### config.mk
export PLATFORM = sky130hd
export DESIGN_NAME = pewc_ctrl
export DESIGN_NICKNAME = d
export VERILOG_FILES = /design/src/pkg/pewc_pkg.sv /design/src/logic/pewc_sync.sv /design/src/logic/pewc_ctrl.sv
export SDC_FILE = /design/constraint.sdc
export NUM_CORES = 1
export LEC_CHECK = 0
export ABC_AREA = 1
export BUFFER_PORTS_ARGS = -buffer_cell sky130_fd_sc_hd__buf_2
export CAP_MARGIN = 20
export CELL_PAD_IN_SITES_DETAIL_PLACEMENT = 0
export CELL_PAD_IN_SITES_GLOBAL_PLACEMENT = 1
export CORE_MARGIN = 3
export CORE_UTILIZATION = 40
export CTS_BUF_LIST = sky130_fd_sc_hd__clkbuf_4
export DETAILED_ROUTE_END_ITERATION = 16
export PLACE_DENSITY_LB_ADDON = 0.15
export SETUP_SLACK_MARGIN = 0.3
export SYNTH_ARGS = -nofsm -noshare
export SYNTH_HDL_FRONTEND = slang
export SYNTH_SLANG_ARGS = --single-unit
### constraint.sdc
create_clock -name core_clk -period 2.85 [get_ports core_clk]
set_clock_uncertainty 0.1 [all_clocks]
set_input_delay 0.855 -clock core_clk [delete_from_list [all_inputs] [get_ports core_clk]]
set_output_delay 0.855 -clock core_clk [all_outputs]
set_load 0.01 [all_outputs]
### src/pkg/pewc_pkg.sv
// Constants and types for the parallel memory write controller
package pewc_pkg;
  localparam int CLK_PERIOD_NS = 20;
  localparam int ADDR_W = 17;
  localparam int DATA_W = 8;
  localparam int PAGE_BYTES = 128;
  localparam int PAGE_LSB = 7;
  localparam int POLL_BIT = 7;
  localparam int TOGGLE_BIT = 6;
  // Strobe low and high widths, ns
  localparam int STROBE_LOW_NS = 100;
  localparam int STROBE_HIGH_NS = 100;
  localparam int STROBE_LOW_CYC = (STROBE_LOW_NS + CLK_PERIOD_NS - 1) / CLK_PERIOD_NS;
  localparam int STROBE_HIGH_CYC = (STROBE_HIGH_NS + CLK_PERIOD_NS - 1) / CLK_PERIOD_NS;
  // Byte load window maximum, us; host waits this long to close a page
  localparam int LOAD_WINDOW_US = 100;
  localparam int LOAD_WINDOW_CYC = LOAD_WINDOW_US * 1000 / CLK_PERIOD_NS;
  // Read access and output float, ns
  localparam int READ_ACCESS_NS = 150;
  localparam int READ_ACCESS_CYC = (READ_ACCESS_NS + CLK_PERIOD_NS - 1) / CLK_PERIOD_NS;
  localparam int FLOAT_NS = 50;
  localparam int FLOAT_CYC = (FLOAT_NS + CLK_PERIOD_NS - 1) / CLK_PERIOD_NS;
  // Program cycle time, ms, and power-up write inhibit, ms
  localparam int PROGRAM_CYCLE_MS = 5;
  localparam int PROGRAM_CYCLE_CYC = PROGRAM_CYCLE_MS * 1000000 / CLK_PERIOD_NS;
  localparam int POWERUP_INHIBIT_MS = 10;
  localparam int POWERUP_INHIBIT_CYC = POWERUP_INHIBIT_MS * 1000000 / CLK_PERIOD_NS;
  localparam int CNT_W = 24;
  localparam int LOCK_ENABLE_LEN = 3;
  localparam int LOCK_DISABLE_LEN = 6;
  localparam int CMD_MAX = 6;
  localparam logic [2:0] CMD_IDX_ZERO = 3'h0;
  localparam logic [7:0] IDX_ZERO = 8'h00;
  typedef enum logic [6:0] {
    PEWC_IDLE = 7'b000_0001,
    PEWC_SETUP = 7'b000_0010,
    PEWC_LOW = 7'b000_0100,
    PEWC_HIGH = 7'b000_1000,
    PEWC_CLOSE = 7'b001_0000,
    PEWC_POLL = 7'b010_0000,
    PEWC_READ = 7'b100_0000
  } pewc_state_t;
endpackage : pewc_pkg

### src/logic/pewc_sync.sv
// Two flip-flop synchroniser for the data pins coming back from the memory
`timescale 1ns/1ps
module pewc_sync #(
  parameter int W = 8
) (
  core_clk,
  rst,
  clk_en,
  din,
  dout
);
  input wire logic core_clk;
  input wire logic rst;
  input wire logic clk_en;
  input wire logic [W-1:0] din;
  output logic [W-1:0] dout;
  logic [W-1:0] meta_reg;
  always_ff @(posedge core_clk) begin
    if (rst) begin
      meta_reg <= '0;
      dout <= '0;
    end else if (clk_en) begin
      meta_reg <= din;
      dout <= meta_reg;
    end
  end
endmodule : pewc_sync

### src/logic/pewc_ctrl.sv
// Host controller driving a parallel electrically erasable memory over its pins
// Function
// - Low seven address bits pick the byte, any load order.
// - Loads are spaced inside the byte load window, never beyond it.
// - After the last load, strobe stays high a full byte load window.
// - Lock enable is three command writes with page load timing.
// - When locked, every data write is preceded by the three-command prefix.
// - Data loads follow the prefix within the byte load window.
// - Six command writes disable the lock.
`timescale 1ns/1ps
module pewc_ctrl #(
  parameter logic [16:0] CMD_A0 = 17'h0_5555,
  parameter logic [16:0] CMD_A1 = 17'h0_2AAA,
  parameter logic [7:0] CMD_D0 = 8'hAA,
  parameter logic [7:0] CMD_D1 = 8'h55,
  parameter logic [7:0] CMD_ENABLE = 8'hA0,
  parameter logic [7:0] CMD_DIS_A = 8'h80,
  parameter logic [7:0] CMD_DIS_B = 8'h20,
  parameter int LOAD_WINDOW_CYC = pewc_pkg::LOAD_WINDOW_CYC,
  parameter int PROGRAM_CYCLE_CYC = pewc_pkg::PROGRAM_CYCLE_CYC,
  parameter int POWERUP_INHIBIT_CYC = pewc_pkg::POWERUP_INHIBIT_CYC
) (
  input wire logic core_clk,
  input wire logic rst,
  input wire logic clk_en,
  input wire logic supply_ok,
  input wire logic lock_mode,
  input wire logic req_valid,
  output logic req_ready,
  input wire logic req_write,
  input wire logic req_last,
  input wire logic [1:0] req_cmd,
  input wire logic [16:0] req_addr,
  input wire logic [7:0] req_data,
  output logic rd_valid,
  output logic [7:0] rd_data,
  output logic done_valid,
  output logic done_timeout,
  output logic mem_addr,
  output logic [16:0] mem_a,
  output logic chip_select_low,
  output logic output_drive_enable_low,
  output logic write_strobe_low,
  input wire logic [7:0] mem_dq_in,
  output logic [7:0] mem_dq_out,
  output logic mem_dq_oe
);
  localparam logic [1:0] CMD_DATA = 2'h0;
  localparam logic [1:0] CMD_LOCK_ON = 2'h1;
  localparam logic [1:0] CMD_LOCK_OFF = 2'h2;
  localparam logic [23:0] LOW_CYC = 24'(pewc_pkg::STROBE_LOW_CYC);
  localparam logic [23:0] HIGH_CYC = 24'(pewc_pkg::STROBE_HIGH_CYC);
  localparam logic [23:0] RD_CYC = 24'(pewc_pkg::READ_ACCESS_CYC + 2);
  localparam logic [23:0] FLT_CYC = 24'(pewc_pkg::FLOAT_CYC);
  localparam logic [23:0] WIN_CYC = 24'(LOAD_WINDOW_CYC);
  localparam logic [23:0] PROG_CYC = 24'(PROGRAM_CYCLE_CYC);
  localparam logic [23:0] INH_CYC = 24'(POWERUP_INHIBIT_CYC);

  pewc_pkg::pewc_state_t state_reg;
  logic [23:0] cnt_reg;
  logic [23:0] prog_reg;
  logic [23:0] inh_reg;
  logic [2:0] cmd_idx_reg;
  logic [2:0] cmd_len_reg;
  logic [1:0] kind_reg;
  logic last_reg;
  logic [16:0] addr_reg;
  logic [7:0] data_reg;
  logic [7:0] prev_reg;
  logic prev_valid_reg;
  logic [7:0] dq_sync;

  // Fixed command prefix step lookup, shared by address and data paths
  function automatic logic [24:0] cmd_step(input logic [2:0] idx, input logic off);
    case (idx)
      3'h0: cmd_step = {CMD_A0, CMD_D0};
      3'h1: cmd_step = {CMD_A1, CMD_D1};
      3'h2: cmd_step = {CMD_A0, off ? CMD_DIS_A : CMD_ENABLE};
      3'h3: cmd_step = {CMD_A0, CMD_D0};
      3'h4: cmd_step = {CMD_A1, CMD_D1};
      3'h5: cmd_step = {CMD_A0, CMD_DIS_B};
      default: cmd_step = {CMD_A0, CMD_D0};
    endcase
  endfunction : cmd_step

  pewc_sync #(.W(pewc_pkg::DATA_W)) u_sync (
    .core_clk(core_clk),
    .rst(rst),
    .clk_en(clk_en),
    .din(mem_dq_in),
    .dout(dq_sync)
  );

  logic writes_allowed;
  assign writes_allowed = supply_ok && (inh_reg == 24'h00_0000);
  assign req_ready = clk_en && (state_reg == pewc_pkg::PEWC_IDLE) &&
    (!req_write || writes_allowed);
  assign mem_addr = 1'b0;
  assign chip_select_low = (state_reg == pewc_pkg::PEWC_IDLE) ||
    (state_reg == pewc_pkg::PEWC_CLOSE);
  assign write_strobe_low = !(state_reg == pewc_pkg::PEWC_LOW);
  // Enable lifts for one cycle between polls, so each poll is a fresh read for the toggle bit
  assign output_drive_enable_low = !(state_reg == pewc_pkg::PEWC_READ ||
    (state_reg == pewc_pkg::PEWC_POLL && cnt_reg != 24'h00_0000));
  assign mem_dq_oe = (state_reg == pewc_pkg::PEWC_SETUP) ||
    (state_reg == pewc_pkg::PEWC_LOW) || (state_reg == pewc_pkg::PEWC_HIGH);

  // Power-up write inhibit countdown
  always_ff @(posedge core_clk) begin
    if (rst) begin
      inh_reg <= 24'hFF_FFFF;
    end else if (clk_en) begin
      if (!supply_ok) begin
        inh_reg <= INH_CYC;
      end else if (inh_reg > INH_CYC) begin
        inh_reg <= INH_CYC;
      end else if (inh_reg != 24'h00_0000) begin
        inh_reg <= inh_reg - 24'h00_0001;
      end
    end
  end

  // Sequencer
  always_ff @(posedge core_clk) begin
    if (rst) begin
      state_reg <= pewc_pkg::PEWC_IDLE;
      cnt_reg <= 24'h00_0000;
      prog_reg <= 24'h00_0000;
      cmd_idx_reg <= pewc_pkg::CMD_IDX_ZERO;
      cmd_len_reg <= pewc_pkg::CMD_IDX_ZERO;
      kind_reg <= CMD_DATA;
      last_reg <= 1'b0;
      addr_reg <= 17'h0_0000;
      data_reg <= 8'h00;
      mem_a <= 17'h0_0000;
      mem_dq_out <= 8'h00;
      prev_reg <= 8'h00;
      prev_valid_reg <= 1'b0;
      rd_valid <= 1'b0;
      rd_data <= 8'h00;
      done_valid <= 1'b0;
      done_timeout <= 1'b0;
    end else if (clk_en) begin
      rd_valid <= 1'b0;
      done_valid <= 1'b0;
      case (state_reg)
        pewc_pkg::PEWC_IDLE: begin
          if (req_valid && req_ready) begin
            addr_reg <= req_addr;
            data_reg <= req_data;
            kind_reg <= req_cmd;
            last_reg <= req_last;
            cnt_reg <= 24'h00_0000;
            if (!req_write) begin
              mem_a <= req_addr;
              state_reg <= pewc_pkg::PEWC_READ;
            end else begin
              // Prefix length: three when locked or enabling, six to disable
              if (req_cmd == CMD_LOCK_OFF) begin
                cmd_len_reg <= 3'(pewc_pkg::LOCK_DISABLE_LEN);
              end else if (req_cmd == CMD_LOCK_ON || lock_mode) begin
                cmd_len_reg <= 3'(pewc_pkg::LOCK_ENABLE_LEN);
              end else begin
                cmd_len_reg <= pewc_pkg::CMD_IDX_ZERO;
              end
              cmd_idx_reg <= pewc_pkg::CMD_IDX_ZERO;
              state_reg <= pewc_pkg::PEWC_SETUP;
              {mem_a, mem_dq_out} <= (req_cmd != CMD_DATA || lock_mode) ?
                cmd_step(pewc_pkg::CMD_IDX_ZERO, req_cmd == CMD_LOCK_OFF) :
                {req_addr, req_data};
            end
          end
        end
        pewc_pkg::PEWC_SETUP: begin
          state_reg <= pewc_pkg::PEWC_LOW;
        end
        pewc_pkg::PEWC_LOW: begin
          cnt_reg <= cnt_reg + 24'h00_0001;
          if (cnt_reg + 24'h00_0001 >= LOW_CYC) begin
            cnt_reg <= 24'h00_0000;
            state_reg <= pewc_pkg::PEWC_HIGH;
          end
        end
        pewc_pkg::PEWC_HIGH: begin
          cnt_reg <= cnt_reg + 24'h00_0001;
          if (cnt_reg + 24'h00_0001 >= HIGH_CYC) begin
            cnt_reg <= 24'h00_0000;
            if (cmd_idx_reg + 3'h1 < cmd_len_reg) begin
              cmd_idx_reg <= cmd_idx_reg + 3'h1;
              {mem_a, mem_dq_out} <= cmd_step(cmd_idx_reg + 3'h1,
                kind_reg == CMD_LOCK_OFF);
              state_reg <= pewc_pkg::PEWC_SETUP;
            end else if (cmd_len_reg != pewc_pkg::CMD_IDX_ZERO && kind_reg == CMD_DATA) begin
              cmd_len_reg <= pewc_pkg::CMD_IDX_ZERO;
              {mem_a, mem_dq_out} <= {addr_reg, data_reg};
              state_reg <= pewc_pkg::PEWC_SETUP;
            end else if (!last_reg && kind_reg == CMD_DATA) begin
              // Page continues; next byte must arrive inside the window
              state_reg <= pewc_pkg::PEWC_CLOSE;
            end else begin
              state_reg <= pewc_pkg::PEWC_CLOSE;
            end
          end
        end
        pewc_pkg::PEWC_CLOSE: begin
          cnt_reg <= cnt_reg + 24'h00_0001;
          if (!last_reg && kind_reg == CMD_DATA && req_valid && req_write &&
              req_addr[16:7] == addr_reg[16:7]) begin
            addr_reg <= req_addr;
            data_reg <= req_data;
            last_reg <= req_last;
            mem_a <= req_addr;
            mem_dq_out <= req_data;
            cnt_reg <= 24'h00_0000;
            state_reg <= pewc_pkg::PEWC_SETUP;
          end else if (cnt_reg + 24'h00_0001 >= WIN_CYC) begin
            // Strobe held high a full window so programming starts
            cnt_reg <= 24'h00_0000;
            prog_reg <= 24'h00_0000;
            prev_valid_reg <= 1'b0;
            mem_a <= addr_reg;
            state_reg <= pewc_pkg::PEWC_POLL;
          end
        end
        pewc_pkg::PEWC_POLL: begin
          cnt_reg <= cnt_reg + 24'h00_0001;
          prog_reg <= prog_reg + 24'h00_0001;
          if (cnt_reg + 24'h00_0001 >= RD_CYC) begin
            cnt_reg <= 24'h00_0000;
            prev_reg <= dq_sync;
            prev_valid_reg <= 1'b1;
            // Done at the first poll for a command write; a data write is done when bit 7 matches the written data and bit 6 stopped toggling
            if (kind_reg != CMD_DATA ||
                (dq_sync[pewc_pkg::POLL_BIT] == data_reg[pewc_pkg::POLL_BIT] &&
                 prev_valid_reg &&
                 dq_sync[pewc_pkg::TOGGLE_BIT] == prev_reg[pewc_pkg::TOGGLE_BIT])) begin
              done_valid <= 1'b1;
              done_timeout <= 1'b0;
              state_reg <= pewc_pkg::PEWC_IDLE;
            end
          end
          if (prog_reg >= PROG_CYC) begin
            done_valid <= 1'b1;
            done_timeout <= 1'b1;
            state_reg <= pewc_pkg::PEWC_IDLE;
          end
        end
        pewc_pkg::PEWC_READ: begin
          cnt_reg <= cnt_reg + 24'h00_0001;
          if (cnt_reg + 24'h00_0001 >= RD_CYC + FLT_CYC) begin
            rd_data <= dq_sync;
            rd_valid <= 1'b1;
            state_reg <= pewc_pkg::PEWC_IDLE;
          end
        end
        default: begin
          state_reg <= pewc_pkg::PEWC_IDLE;
        end
      endcase
    end
  end
endmodule : pewc_ctrl

## Word level (Yosys, flattened, before mapping)

Index checks and enable logic that the tools add are counted.

| word-level totals | value |
|---|---|
| word-level logic and storage cells | 196 |
| output and inout port bits | 42 |
| input port bits | 43 |
| flip-flop bits (word level) | 173 |

| cells by class | value |
|---|---|
| add/sub/neg operators | 4 |
| reduce and logical (&&, ||, !) cells | 54 |
| order comparisons | 7 |
| equal/unequal tests | 34 |
| muxes and demuxes | 77 |

Operator list:

| cell | number |
|---|---|
| 24-bit two-way mux | 10 |
| 17-bit two-way mux | 9 |
| 24-bit one-hot mux with 5 select lines | 1 |
| 7-bit two-way mux | 10 |
| 23-bit one-hot mux with 3 select lines | 1 |
| 8-bit two-way mux | 7 |
| 17-bit one-hot mux with 3 select lines | 1 |
| 7-bit one-hot mux with 7 select lines | 1 |
| 24-bit by 1-bit adder with 24-bit output, second input constant | 2 |
| 24-bit by 4-bit greater-or-equal comparator with 1-bit output, second input constant | 2 |
| 24-bit one-hot mux with 2 select lines | 1 |
| 24-bit nonzero test | 2 |
| 17-bit one-hot mux with 2 select lines | 1 |
| 3-bit two-way mux | 10 |
| 25-bit two-way mux | 1 |
| 24-bit by 13-bit greater-or-equal comparator with 1-bit output, second input constant | 1 |
| 24-bit by 18-bit greater-or-equal comparator with 1-bit output, second input constant | 1 |
| 24-bit by 3-bit greater-or-equal comparator with 1-bit output, second input constant | 1 |
| 24-bit by 19-bit greater-than comparator with 1-bit output, second input constant | 1 |
| 24-bit zero test | 1 |
| 8-bit one-hot mux with 3 select lines | 1 |
| 24-bit by 1-bit subtractor with 24-bit output, second input constant | 1 |
| 2-bit by 1-bit != test with 1-bit output, second input constant | 9 |
| 8-bit one-hot mux with 2 select lines | 1 |
| other kinds (39) | 100 |

## Logic depth before layout (Yosys ltp)

Gate-level depths: netlist of run 1.

| depth | value |
|---|---|
| depth after elaboration | 8 |
| depth in mapped cells | 20 |
| gate-level depth less buffers | 18 |

## By module

A second synthesis of run 1 with hierarchy kept.

| unflattened totals | value |
|---|---|
| cell total of the unflattened synthesis | 1517 |
| area, all modules | 9793.1 µm² |

Modules (own cells, without submodules):

| module | sequential area each (µm²) | cells an instance | times used | area each (µm²) |
|---|---|---|---|---|
| pewc_ctrl | 3022.9 | 1416 | 1 | 9122.5 |
| pewc_sync | 320.3 | 101 | 1 | 670.6 |

## Worst setup path before layout of run 1

OpenSTA, ideal clock, no wires.

| timing | value |
|---|---|
| path type | register to register |
| start point | reg cmd_idx_reg[0] |
| end point | reg mem_dq_out[0] |
| data arrival time | 2.545 ns |
| setup time | 0.116 ns |
| setup slack | 0.090 ns |
| required time | 2.634 ns |
| clock period less this slack | 2.760 ns |
| stages on the path, launching flop included | 18 |
| cell sequence | dfxtp_1 -> ha_1 -> nor2_1 -> inv_1 -> nand2_1 -> ha_1 -> a21o_1 -> a31oi_1 -> inv_1 -> a21oi_1 -> or2_2 -> inv_1 -> nand2_1 -> inv_1 -> nor2_2 -> inv_2 -> nor2_1 -> nor2_1 |

| between the ends | value |
|---|---|
| longest elaborated chain between the ends | 7 |
| elaborated cells between the ends (all ways) | 13 |

Ends and longest elaborated chain:

| what | line | source |
|---|---|---|
| start, declared | pewc_ctrl.sv:63 | `logic [2:0] cmd_idx_reg;` |
| start signal, assigned | pewc_ctrl.sv:129 | `cmd_idx_reg <= pewc_pkg::CMD_IDX_ZERO;` |
| start signal, assigned | pewc_ctrl.sv:166 | `cmd_idx_reg <= pewc_pkg::CMD_IDX_ZERO;` |
| start signal, assigned | pewc_ctrl.sv:189 | `cmd_idx_reg <= cmd_idx_reg + 3'h1;` |
| 3-bit by 1-bit adder with 3-bit output (*) | pewc_ctrl.sv:188, pewc_ctrl.sv:190 |  |
| 3-bit == test or 3-bit by 1-bit == test with 1-bit output (tied branches) | pewc_ctrl.sv:75 | `case (idx)` |
| 2-bit OR reduction (no line) | n/a |  |
| 23-bit one-hot mux with 3 select lines | pewc_ctrl.sv:75 |  |
| 8-bit two-way mux | pewc_ctrl.sv:188 | `if (cmd_idx_reg + 3'h1 < cmd_len_reg) begin` |
| 8-bit two-way mux | pewc_ctrl.sv:186 | `if (cnt_reg + 24'h00_0001 >= HIGH_CYC) begin` |
| 8-bit one-hot mux with 3 select lines | pewc_ctrl.sv:146 | `case (state_reg)` |
| end signal, assigned | pewc_ctrl.sv:168 | `{mem_a, mem_dq_out} <= (req_cmd != CMD_DATA \|\| lock_mode) ?` |
| end signal, assigned | pewc_ctrl.sv:190 | `{mem_a, mem_dq_out} <= cmd_step(cmd_idx_reg + 3'h1,` |
| end signal, assigned | pewc_ctrl.sv:195 | `{mem_a, mem_dq_out} <= {addr_reg, data_reg};` |
| end, declared | pewc_ctrl.sv:45 | `output logic [7:0] mem_dq_out,` |

Every way passes the cells marked *; elsewhere a longest branch is shown, timed or not. The select of a mux whose other input is x is not followed.
A chain may end at the register's enable or synchronous reset.

## Worst setup path after layout of run 1

| timing | value |
|---|---|
| start point | reg inh_reg[1] |
| end point | reg state_reg[1] |

| between the ends | value |
|---|---|
| longest elaborated chain between the ends | 7 |

Ends and longest elaborated chain:

| what | line | source |
|---|---|---|
| start, declared | pewc_ctrl.sv:62 | `logic [23:0] inh_reg;` |
| start signal, assigned | pewc_ctrl.sv:118 | `inh_reg <= inh_reg - 24'h00_0001;` |
| 24-bit zero test | pewc_ctrl.sv:95 | `assign writes_allowed = supply_ok && (inh_reg == 24'h00_0000);` |
| 1-bit logical AND | pewc_ctrl.sv:95 |  |
| 1-bit logical OR | pewc_ctrl.sv:97 | `(!req_write \|\| writes_allowed);` |
| 1-bit logical AND | pewc_ctrl.sv:96 | `assign req_ready = clk_en && (state_reg == pewc_pkg::PEWC_IDLE) &&` |
| 1-bit logical AND | pewc_ctrl.sv:148 | `if (req_valid && req_ready) begin` |
| 2-bit by 1-bit != test with 1-bit output (no line) | n/a |  |
| 8-bit AND reduction (no line) | n/a |  |
| end signal, assigned | pewc_ctrl.sv:156 | `state_reg <= pewc_pkg::PEWC_READ;` |
| end signal, assigned | pewc_ctrl.sv:167 | `state_reg <= pewc_pkg::PEWC_SETUP;` |
| end signal, assigned | pewc_ctrl.sv:175 | `state_reg <= pewc_pkg::PEWC_LOW;` |
| end, declared | pewc_ctrl.sv:59 | `pewc_pkg::pewc_state_t state_reg;` |

Every way passes these cells.

==> results of run 1 <==
[stage by stage]
step,hold slack (ns),cells,setup TNS (ns),setup slack [ns]
global placement,0.3283,1851,-0.4849,-0.07955
global route,0.3499,1974,-34.69,-0.5109
finish,0.3504,1974,-18.53,-0.3185
detailed placement,0.3327,1851,-0.6231,-0.1062
floorplan,0.3198,1447,0,0.3147
CTS,0.3523,1954,-11.51,-0.2443
[cell families after synthesis]
logic type      count (synthesis)  share of synthesized area, %
flops                         167                         35.71
buf+inv                       220                         9.528
fa+ha+maj                      11                         1.470
other cells                     1                       0.04005
xor+xnor                       33                         3.087
compound gates                279                         16.16
simple gates                  736                         34.01
[layout make-up]
| class | instances | area share, % |
|---|---|---|
| multi-input cells | 1060 | 47.35 |
| flip-flops and latches | 167 | 26.48 |
| repair buffers | 233 | 15.76 |
| inverters | 166 | 4.991 |
| well taps | 313 | 3.057 |
| clock buffers | 19 | 1.113 |
| clock inverters | 13 | 1.104 |
| repair inverters | 2 | 0.1172 |
| diodes | 1 | 0.01954 |
[timing repair]
item	in CTS	in global routing
setup buffers	61	16
pin swaps	41	52
hold buffers	0	0
cloned	10	3
hold endpoints to repair	0	0
setup endpoints to repair	129	134
gates resized for setup	214	142
[synthesized netlist by cell type, types with 11 or more instances]
cell type  count
dfxtp_1      167
xor2_1        26
inv_1        164
nand2_1      331
nand3_1       82
nand4_1       31
nor2_1       217
ha_1          11
a21oi_1      123
o21ai_0      104
nor3_1        29
nor4_1        14
clkbuf_1      32
[per-layer routing]
layer | share of wire [%] | vias up | routed length, um | track usage, %
li1 | - | 5140 | - | -
met5 | 0 | - | 0 | 0
met2 | 47 | 215 | 13770 | 37.46
met1 | 46 | 4668 | 13610 | 30.14
met3 | 4.7 | 35 | 1368 | 4.084
met4 | 1.8 | 0 | 523 | 5.014
[critical path: stages, from the launching register on]
cell,delay [ns]
dfxtp_2,0.36
inv_2,0.07
ha_4,0.14
nand4_1,0.14
nor2_2,0.16
nand4_1,0.19
nand2_1,0.15
buf_6,0.10
buf_6,0.08
buf_6,0.08
buf_6,0.08
buf_6,0.08
nand4_1,0.17
a21oi_2,0.23
buf_4,0.14
inv_4,0.03
buf_4,0.12
buf_6,0.11
nor2_4,0.14
buf_12,0.16
nand3_1,0.08
nand2_1,0.11
nor2_1,0.04
[worst paths after layout]
| check | start | endpoint | slack, ns | depth (start not counted) |
|---|---|---|---|---|
| worst min register to register | rd_data[7] | rd_data[7] | 0.35 | 2 |
| worst max-delay path | inh_reg[1] | state_reg[1] | -0.32 | 22 |
| worst min-delay path | rd_data[7] | rd_data[7] | 0.35 | 2 |
| worst max register to register | inh_reg[1] | state_reg[1] | -0.32 | 22 |
[power groups by stage]
stage	Sequential, mW	Clock, mW	Combinational [mW]
after floorplan	2.95	0	1.57
final	2.94	1.44	4.53
after global routing	2.98	1.58	4.87
after detailed placement	2.94	0	2.33
after global placement	2.94	0	2.32
after CTS	2.91	1.48	3.86
==> summary.txt, run 1 <==
Pwr
  • Clock power frac: 16.2%
  • P per Cell Area: 695.0 mW/mm^2
  • PnR Total Power: 8.903 mW
  • Worst vdd ir: 0.0006785 V
  • Sw Ratio: 40.03%
  • Net Sw Power: 3.564 mW
  • Gate power share: 50.8%
  • Leak: 5.275 nW
  • Share of power burned in registers: 33.0%
  • Int Pwr: 5.340 mW

Status
  • Failing checks: setup timing
  • Status: finished with violations

Clock tree
  • CTS tree: yes
  • CTS max path bufs: 2
  • Clock net sink count: 167
  • Clk_lat worst skew: 0.58 ns
  • Clock-pin slew on the worst setup and hold paths: 0.16 ns
  • Root buffer cell: clkbuf_4
  • CTS H-tree depth: 4
  • TritonCTS buffer count: 17

Critical path
  • Worst Setup Path Type: reg2reg
  • Critical Path RT: 3.22 ns
  • Critical Path Source Type: register
  • CP max FO: 7
  • CP endpoint kind: register
  • Crit path arrival time: 3.54 ns

Logic synthesis
  • Yosys cell types: 50
  • Cells after synthesis: 1447
  • Area leader, netlist: dfxtp_1
  • Syn nets: 1501
  • Most used DFF post-synth: dfxtp_1
  • Avg Cell Area, Syn: 6.470 sq um
  • Synth warnings: 0
  • Seq/Total Area, Yosys: 35.71%
  • Synth area leaders: dfxtp_1, nand2_1, nor2_1, a21oi_1, inv_1
  • Post-synth EDFFs: 0
  • Top cell type's share of synthesized area: 35.71%
  • Synthesized area: 0.009363 sq mm
  • Async set-reset flop share out of synthesis: 0%
  • FF+latch count, synth: 167

Finish
  • Area occupied by multi-input gates: 0.006066 sq mm
  • Commonest non-fill, non-tap cell in the layout: nand2_1
  • Fillers: 2240
  • Nets@finish: 1701
  • Fin util: 56.07%
  • Cell area after layout: 0.01281 sq mm
  • Area grow syn2layout: 36.82%
  • Commonest cells after routing, fill and taps aside: nand2_1, nor2_1, inv_1
  • Storage cell area: 0.003392 sq mm
  • Share of layout cells above drive strength 1: 31.45%

Routing
  • ANT nets after route: 0
  • WL/cell: 14.83 um
  • Via density per instance: 5.095
  • Via Count: 10060
  • Starting DRC count in detailed routing: 561
  • DRT Pass-1 Iters: 5
  • Post-route DRC: 0
  • Detailed-route wire length: 29.28 mm

Run
  • Number of max-cap violations: 0

Placed design
  • # port buffers: 83
  • Placement Cell Area: 0.01049 sq mm
  • Routability cong.: 0.8783
  • Post-DP HPWL: 19.22 mm

STA
  • Slew margin rel.: 47.88%
  • Pins Over Slew Limit: 0
  • Final worst path period share: 111.2%
  • Final hold violation count: 0
  • Count of final setup violators: 91
  • Achievable frequency: 0.3156 GHz
  • RSZ-0062 raised after global routing: true
  • Post-route minimum period: 3.169 ns
  • Final worst slack: -0.3185 ns
  • Worst-margin pin slew: 0.7809 ns

Min path
  • Hold/Removal Path Class: reg2reg

GRT
  • Total gr overflow: 0
  • Vias in the first global route: 9595
  • GRT Overall Usage: 22.34%
  • Pin count of the biggest net entering global routing: 49
  • Initial antenna violation count: 1
  • First-pass GRT wire length: 47.42 mm

Floorplan
  • Die H: 159.0 um
  • Core area: 0.02285 sq mm
  • # rows: 55
  • Initial core utilization: 40.98%
  • Chip Width: 159.0 um
  • Die Area: 0.02528 sq mm
  • Top Ports: 85
No activity file was read; power rests on OpenSTA's default activity.
==> run 2: changes to the inputs <==
--- a/config.mk
+++ b/config.mk
@@ -11,7 +11,7 @@
 export CELL_PAD_IN_SITES_DETAIL_PLACEMENT = 0
 export CELL_PAD_IN_SITES_GLOBAL_PLACEMENT = 1
 export CORE_MARGIN = 3
-export CORE_UTILIZATION = 40
+export CORE_UTILIZATION = 44
 export CTS_BUF_LIST = sky130_fd_sc_hd__clkbuf_4
 export DETAILED_ROUTE_END_ITERATION = 16
 export PLACE_DENSITY_LB_ADDON = 0.15
==> constraint.sdc (replaced) <==
create_clock -name core_clk -period 3.4 [get_ports core_clk]
set_clock_uncertainty 0.1 [all_clocks]
set_input_delay 1.02 -clock core_clk [delete_from_list [all_inputs] [get_ports core_clk]]
set_output_delay 1.02 -clock core_clk [all_outputs]
set_load 0.01 [all_outputs]
==> run 2 against run 1 <==
  * The run now ends clean
  * Worst setup slack better by 0.57 ns
  * Sequential share of layout area is 3.8 points higher
  * Total power is 33% lower
  * Register-to-register slack better by 0.58 ns
  * Utilization is 1.9 points lower
  * Critical path depth is 14 lower
  * Non-clock buffer count is 73 lower
  * Sequential power is 17% lower
  * Sequential cell count stayed put
  * First-iteration DRC count is 23% higher
  * Routed wire length is 8.4% lower
  * Die area is 8.8% lower
  * Largest cell class unchanged
==> summary.txt, run 2 (same netlist as run 1, synthesis figures left out) <==
STA
  • Final hold violation count: 0 (unchanged)
  • Achievable frequency: 0.3178 GHz
  • Pins Over Slew Limit: 0 (unchanged)
  • Fin Hold WS: 0.3533 ns (was 0.3504 ns)
  • Post-route minimum period: 3.146 ns
  • RSZ-0062 raised after global routing: true (unchanged)
  • Count of final setup violators: 0 (was 91)
  • Slew margin rel.: 47.71% (was 47.88%)
  • Worst-margin pin slew: 0.7843 ns (was 0.7809 ns)
  • Final worst slack: 0.2535 ns (was -0.3185 ns)
  • Setup Total Neg Slack: 0 ns (was -18.53 ns)
  • Final worst path period share: 92.54%

Critical path
  • Crit path arrival time: 2.03 ns (was 3.54 ns)
  • Crit path max-delay cell type: dfxtp_2 (unchanged)
  • CP most frequent cell: nand4_1 (was buf_6)
  • Worst stage delay on the critical path: 0.36 ns (about the same)
  • Critical R2R Launch: inh_reg[0] (was inh_reg[1])
  • CP Launch Point: inh_reg[0] (was inh_reg[1])
  • CP max FO: 3 (was 7)
  • Worst reg2reg path depth: 20 (was 22)
  • RR Endpoint: mem_a[14] (was state_reg[1])
  • CP endpoint kind: primary output (was register)
  • Critical Path RT: 2.28 ns (was 3.22 ns)
  • Worst Setup Path Type: reg2out (was reg2reg)
  • CP Cell Sequence: inv_2 > ha_4 > nand4_1 > nor2_2 > nand4_1 > nand2_1 > and3_4 > buf_6 (was inv_2 > ha_4 > nand4_1 > nor2_2 > nand4_1 > nand2_1 > buf_6 > buf_6 > buf_6 > buf_6 > buf_6 > nand4_1 > a21oi_2 > buf_4 > inv_4 > buf_4 > buf_6 > nor2_4 > buf_12 > nand3_1 > nand2_1 > nor2_1)
  • Reg2reg setup slack: 0.26 ns (was -0.32 ns)
  • Critical path's top delay family: simple AND/OR/NAND/NOR gates (unchanged)
  • Buf+Inv Stages, Crit Path: 2 (was 11)
  • Worst Setup EP: req_ready (was state_reg[1])
  • Levels on crit path: 8 (was 22)
  • Critical Path Source Type: register (unchanged)

Floorplan
  • Core area: 0.02056 sq mm (was 0.02285 sq mm)
  • Top Ports: 85 (unchanged)
  • Chip Width: 151.9 um (was 159.0 um)
  • Die H: 151.9 um (was 159.0 um)
  • Initial core utilization: 45.54% (was 40.98%)
  • # rows: 52 (was 55)
  • Die Area: 0.02306 sq mm (was 0.02528 sq mm)

Run
  • Number of max-cap violations: 0 (unchanged)

Routing
  • WL/cell: 14.43 um (was 14.83 um)
  • Starting DRC count in detailed routing: 692 (was 561)
  • Detailed-route wire length: 26.81 mm (was 29.28 mm)
  • DRT Pass-1 Iters: 7 (was 5)
  • Via density per instance: 5.156 (was 5.095)
  • Via Count: 9580 (was 10060)
  • ANT nets after route: 0 (unchanged)
  • Post-route DRC: 0 (unchanged)

Clock tree
  • Root buffer cell: clkbuf_4 (unchanged)
  • Clock-pin slew on the worst setup and hold paths: 0.14 ns (was 0.16 ns)
  • CTS tree: yes (unchanged)
  • TritonCTS buffer count: 17 (unchanged)
  • Clock net sink count: 167 (unchanged)
  • CTS H-tree depth: 4 (unchanged)
  • CTS max path bufs: 2 (unchanged)
  • Clk_lat worst skew: 0.57 ns (was 0.58 ns)

Finish
  • Fillers: 2169 (was 2240)
  • Share of layout cells above drive strength 1: 17.59% (was 31.45%)
  • Nets@finish: 1627 (was 1701)
  • Layout Cells excl Fill: 1858 (was 1974)
  • Commonest cells after routing, fill and taps aside: nand2_1, nor2_1, inv_1 (unchanged)
  • Commonest non-fill, non-tap cell in the layout: nand2_1 (unchanged)
  • Area grow syn2layout: 18.96% (was 36.82%)
  • Fin util: 54.17% (was 56.07%)

Pwr
  • Worst vdd ir: 0.0003855 V (was 0.0006785 V)
  • Net Sw Power: 2.319 mW (was 3.564 mW)
  • Leak: 4.631 nW (was 5.275 nW)
  • Share of power burned in registers: 40.8% (was 33.0%)
  • Gate power share: 36.8% (was 50.8%)
  • Clock power frac: 22.4% (was 16.2%)
  • P per Cell Area: 534.2 mW/mm^2 (was 695.0 mW/mm^2)
  • Int Pwr: 3.632 mW (was 5.340 mW)
  • Sw Ratio: 38.96% (was 40.03%)

GRT
  • Initial antenna violation count: 2 (was 1)
  • Vias in the first global route: 8762 (was 9595)
  • First-pass GRT wire length: 43.31 mm (was 47.42 mm)
  • GRT Overall Usage: 22.09% (was 22.34%)
  • M2 GR Usage: 35.56% (was 37.46%)
  • Met1 global-route usage: 30.76% (was 30.14%)
  • Total gr overflow: 0 (unchanged)
  • Pin count of the biggest net entering global routing: 66 (was 49)
  • GR peak layer: met2 (unchanged)
  • GRT met3 Usage: 4.551% (was 4.084%)

Placed design
  • Post-DP HPWL: 18.48 mm (was 19.22 mm)
  • Place WS: 0.2818 ns (was -0.1062 ns)
  • Routability cong.: 0.8668 (was 0.8783)
  • Post-Place Cells: 1773 (was 1851)
  • # port buffers: 83 (unchanged)

Status
  • Status: completed (was finished with violations)

Min path
  • Hold-critical path depth: 2 (unchanged)
  • Hold_sp: rd_data[0] (was rd_data[7])
  • Hold/Removal Path Class: reg2reg (unchanged)
[run 2: cell count changes in the layout (fill, tap and decap cells not counted), sizes merged]
cell	change
buf	-71
clkbuf	-3
clkinvlp	-3
bufinv	+2
clkinv	+1
diode	+1
[run 2: worst register-to-register path, delay by kind of cell (launching register included)]
family,cells,cell delay [ns]
flops,1,0.36
compound gates,2,0.36
simple gates,9,1.16
fa+ha+maj,1,0.14
buf+inv,8,0.90
[run 2: through the flow]
stage / area (sq um) / power, mW
6_report: 11140 / 5.950
5_1_grt: 11140 / 6.355
4_1_cts: 10780 / 5.745
3_5_place_dp: 10070 / 4.314
3_3_place_gp: 10070 / 4.298
2_1_floorplan: 9363 / 3.778
[run 2: how the worst min path moves through the flow]
stage / slack [ns] / to
final: 0.35 / rd_data[0]
after global routing: 0.37 / rd_data[4]
after CTS: 0.36 / rd_data[0]
after detailed placement: 0.33 / rd_data[0]
after global placement: 0.33 / rd_data[6]
after floorplan: 0.32 / inh_reg[22]
[run 2: metal layers]
layer	share of wire, %	vias up
met5	0.067	-
met4	1.2	2
met3	4.4	27
met2	46	183
met1	48	4387
li1	-	4981
[run 2: power by group through the flow]
stage | clock [mW] | sequential, mW | combinational (mW)
5_1_grt | 1.44 | 2.47 | 2.45
4_1_cts | 1.37 | 2.42 | 1.95
2_1_floorplan | 0 | 2.48 | 1.30
3_3_place_gp | 0 | 2.46 | 1.84
6_report | 1.33 | 2.43 | 2.19
3_5_place_dp | 0 | 2.46 | 1.85
[run 2: timing repair]
action                     4_1_cts  5_1_grt
gates cloned                     0        3
hold buffers                     0        0
setup endpoints to repair        9      121
pin swaps                        8       13
gates resized for setup         32       73
buffers inserted                37       11
[run 2: area by class of cell]
cell class / count / area [sq um] / share of cell area, %
diodes: 2 / 5.005 / 0.04493
clock buffers: 18 / 135.1 / 1.213
clock inverters: 14 / 191.4 / 1.719
inverters: 166 / 633.1 / 5.684
multi-input cells: 1060 / 5316 / 47.73
flip-flops and latches: 167 / 3372 / 30.27
well taps: 270 / 337.8 / 3.033
repair buffers: 160 / 1140 / 10.23
repair inverters: 1 / 7.507 / 0.06740
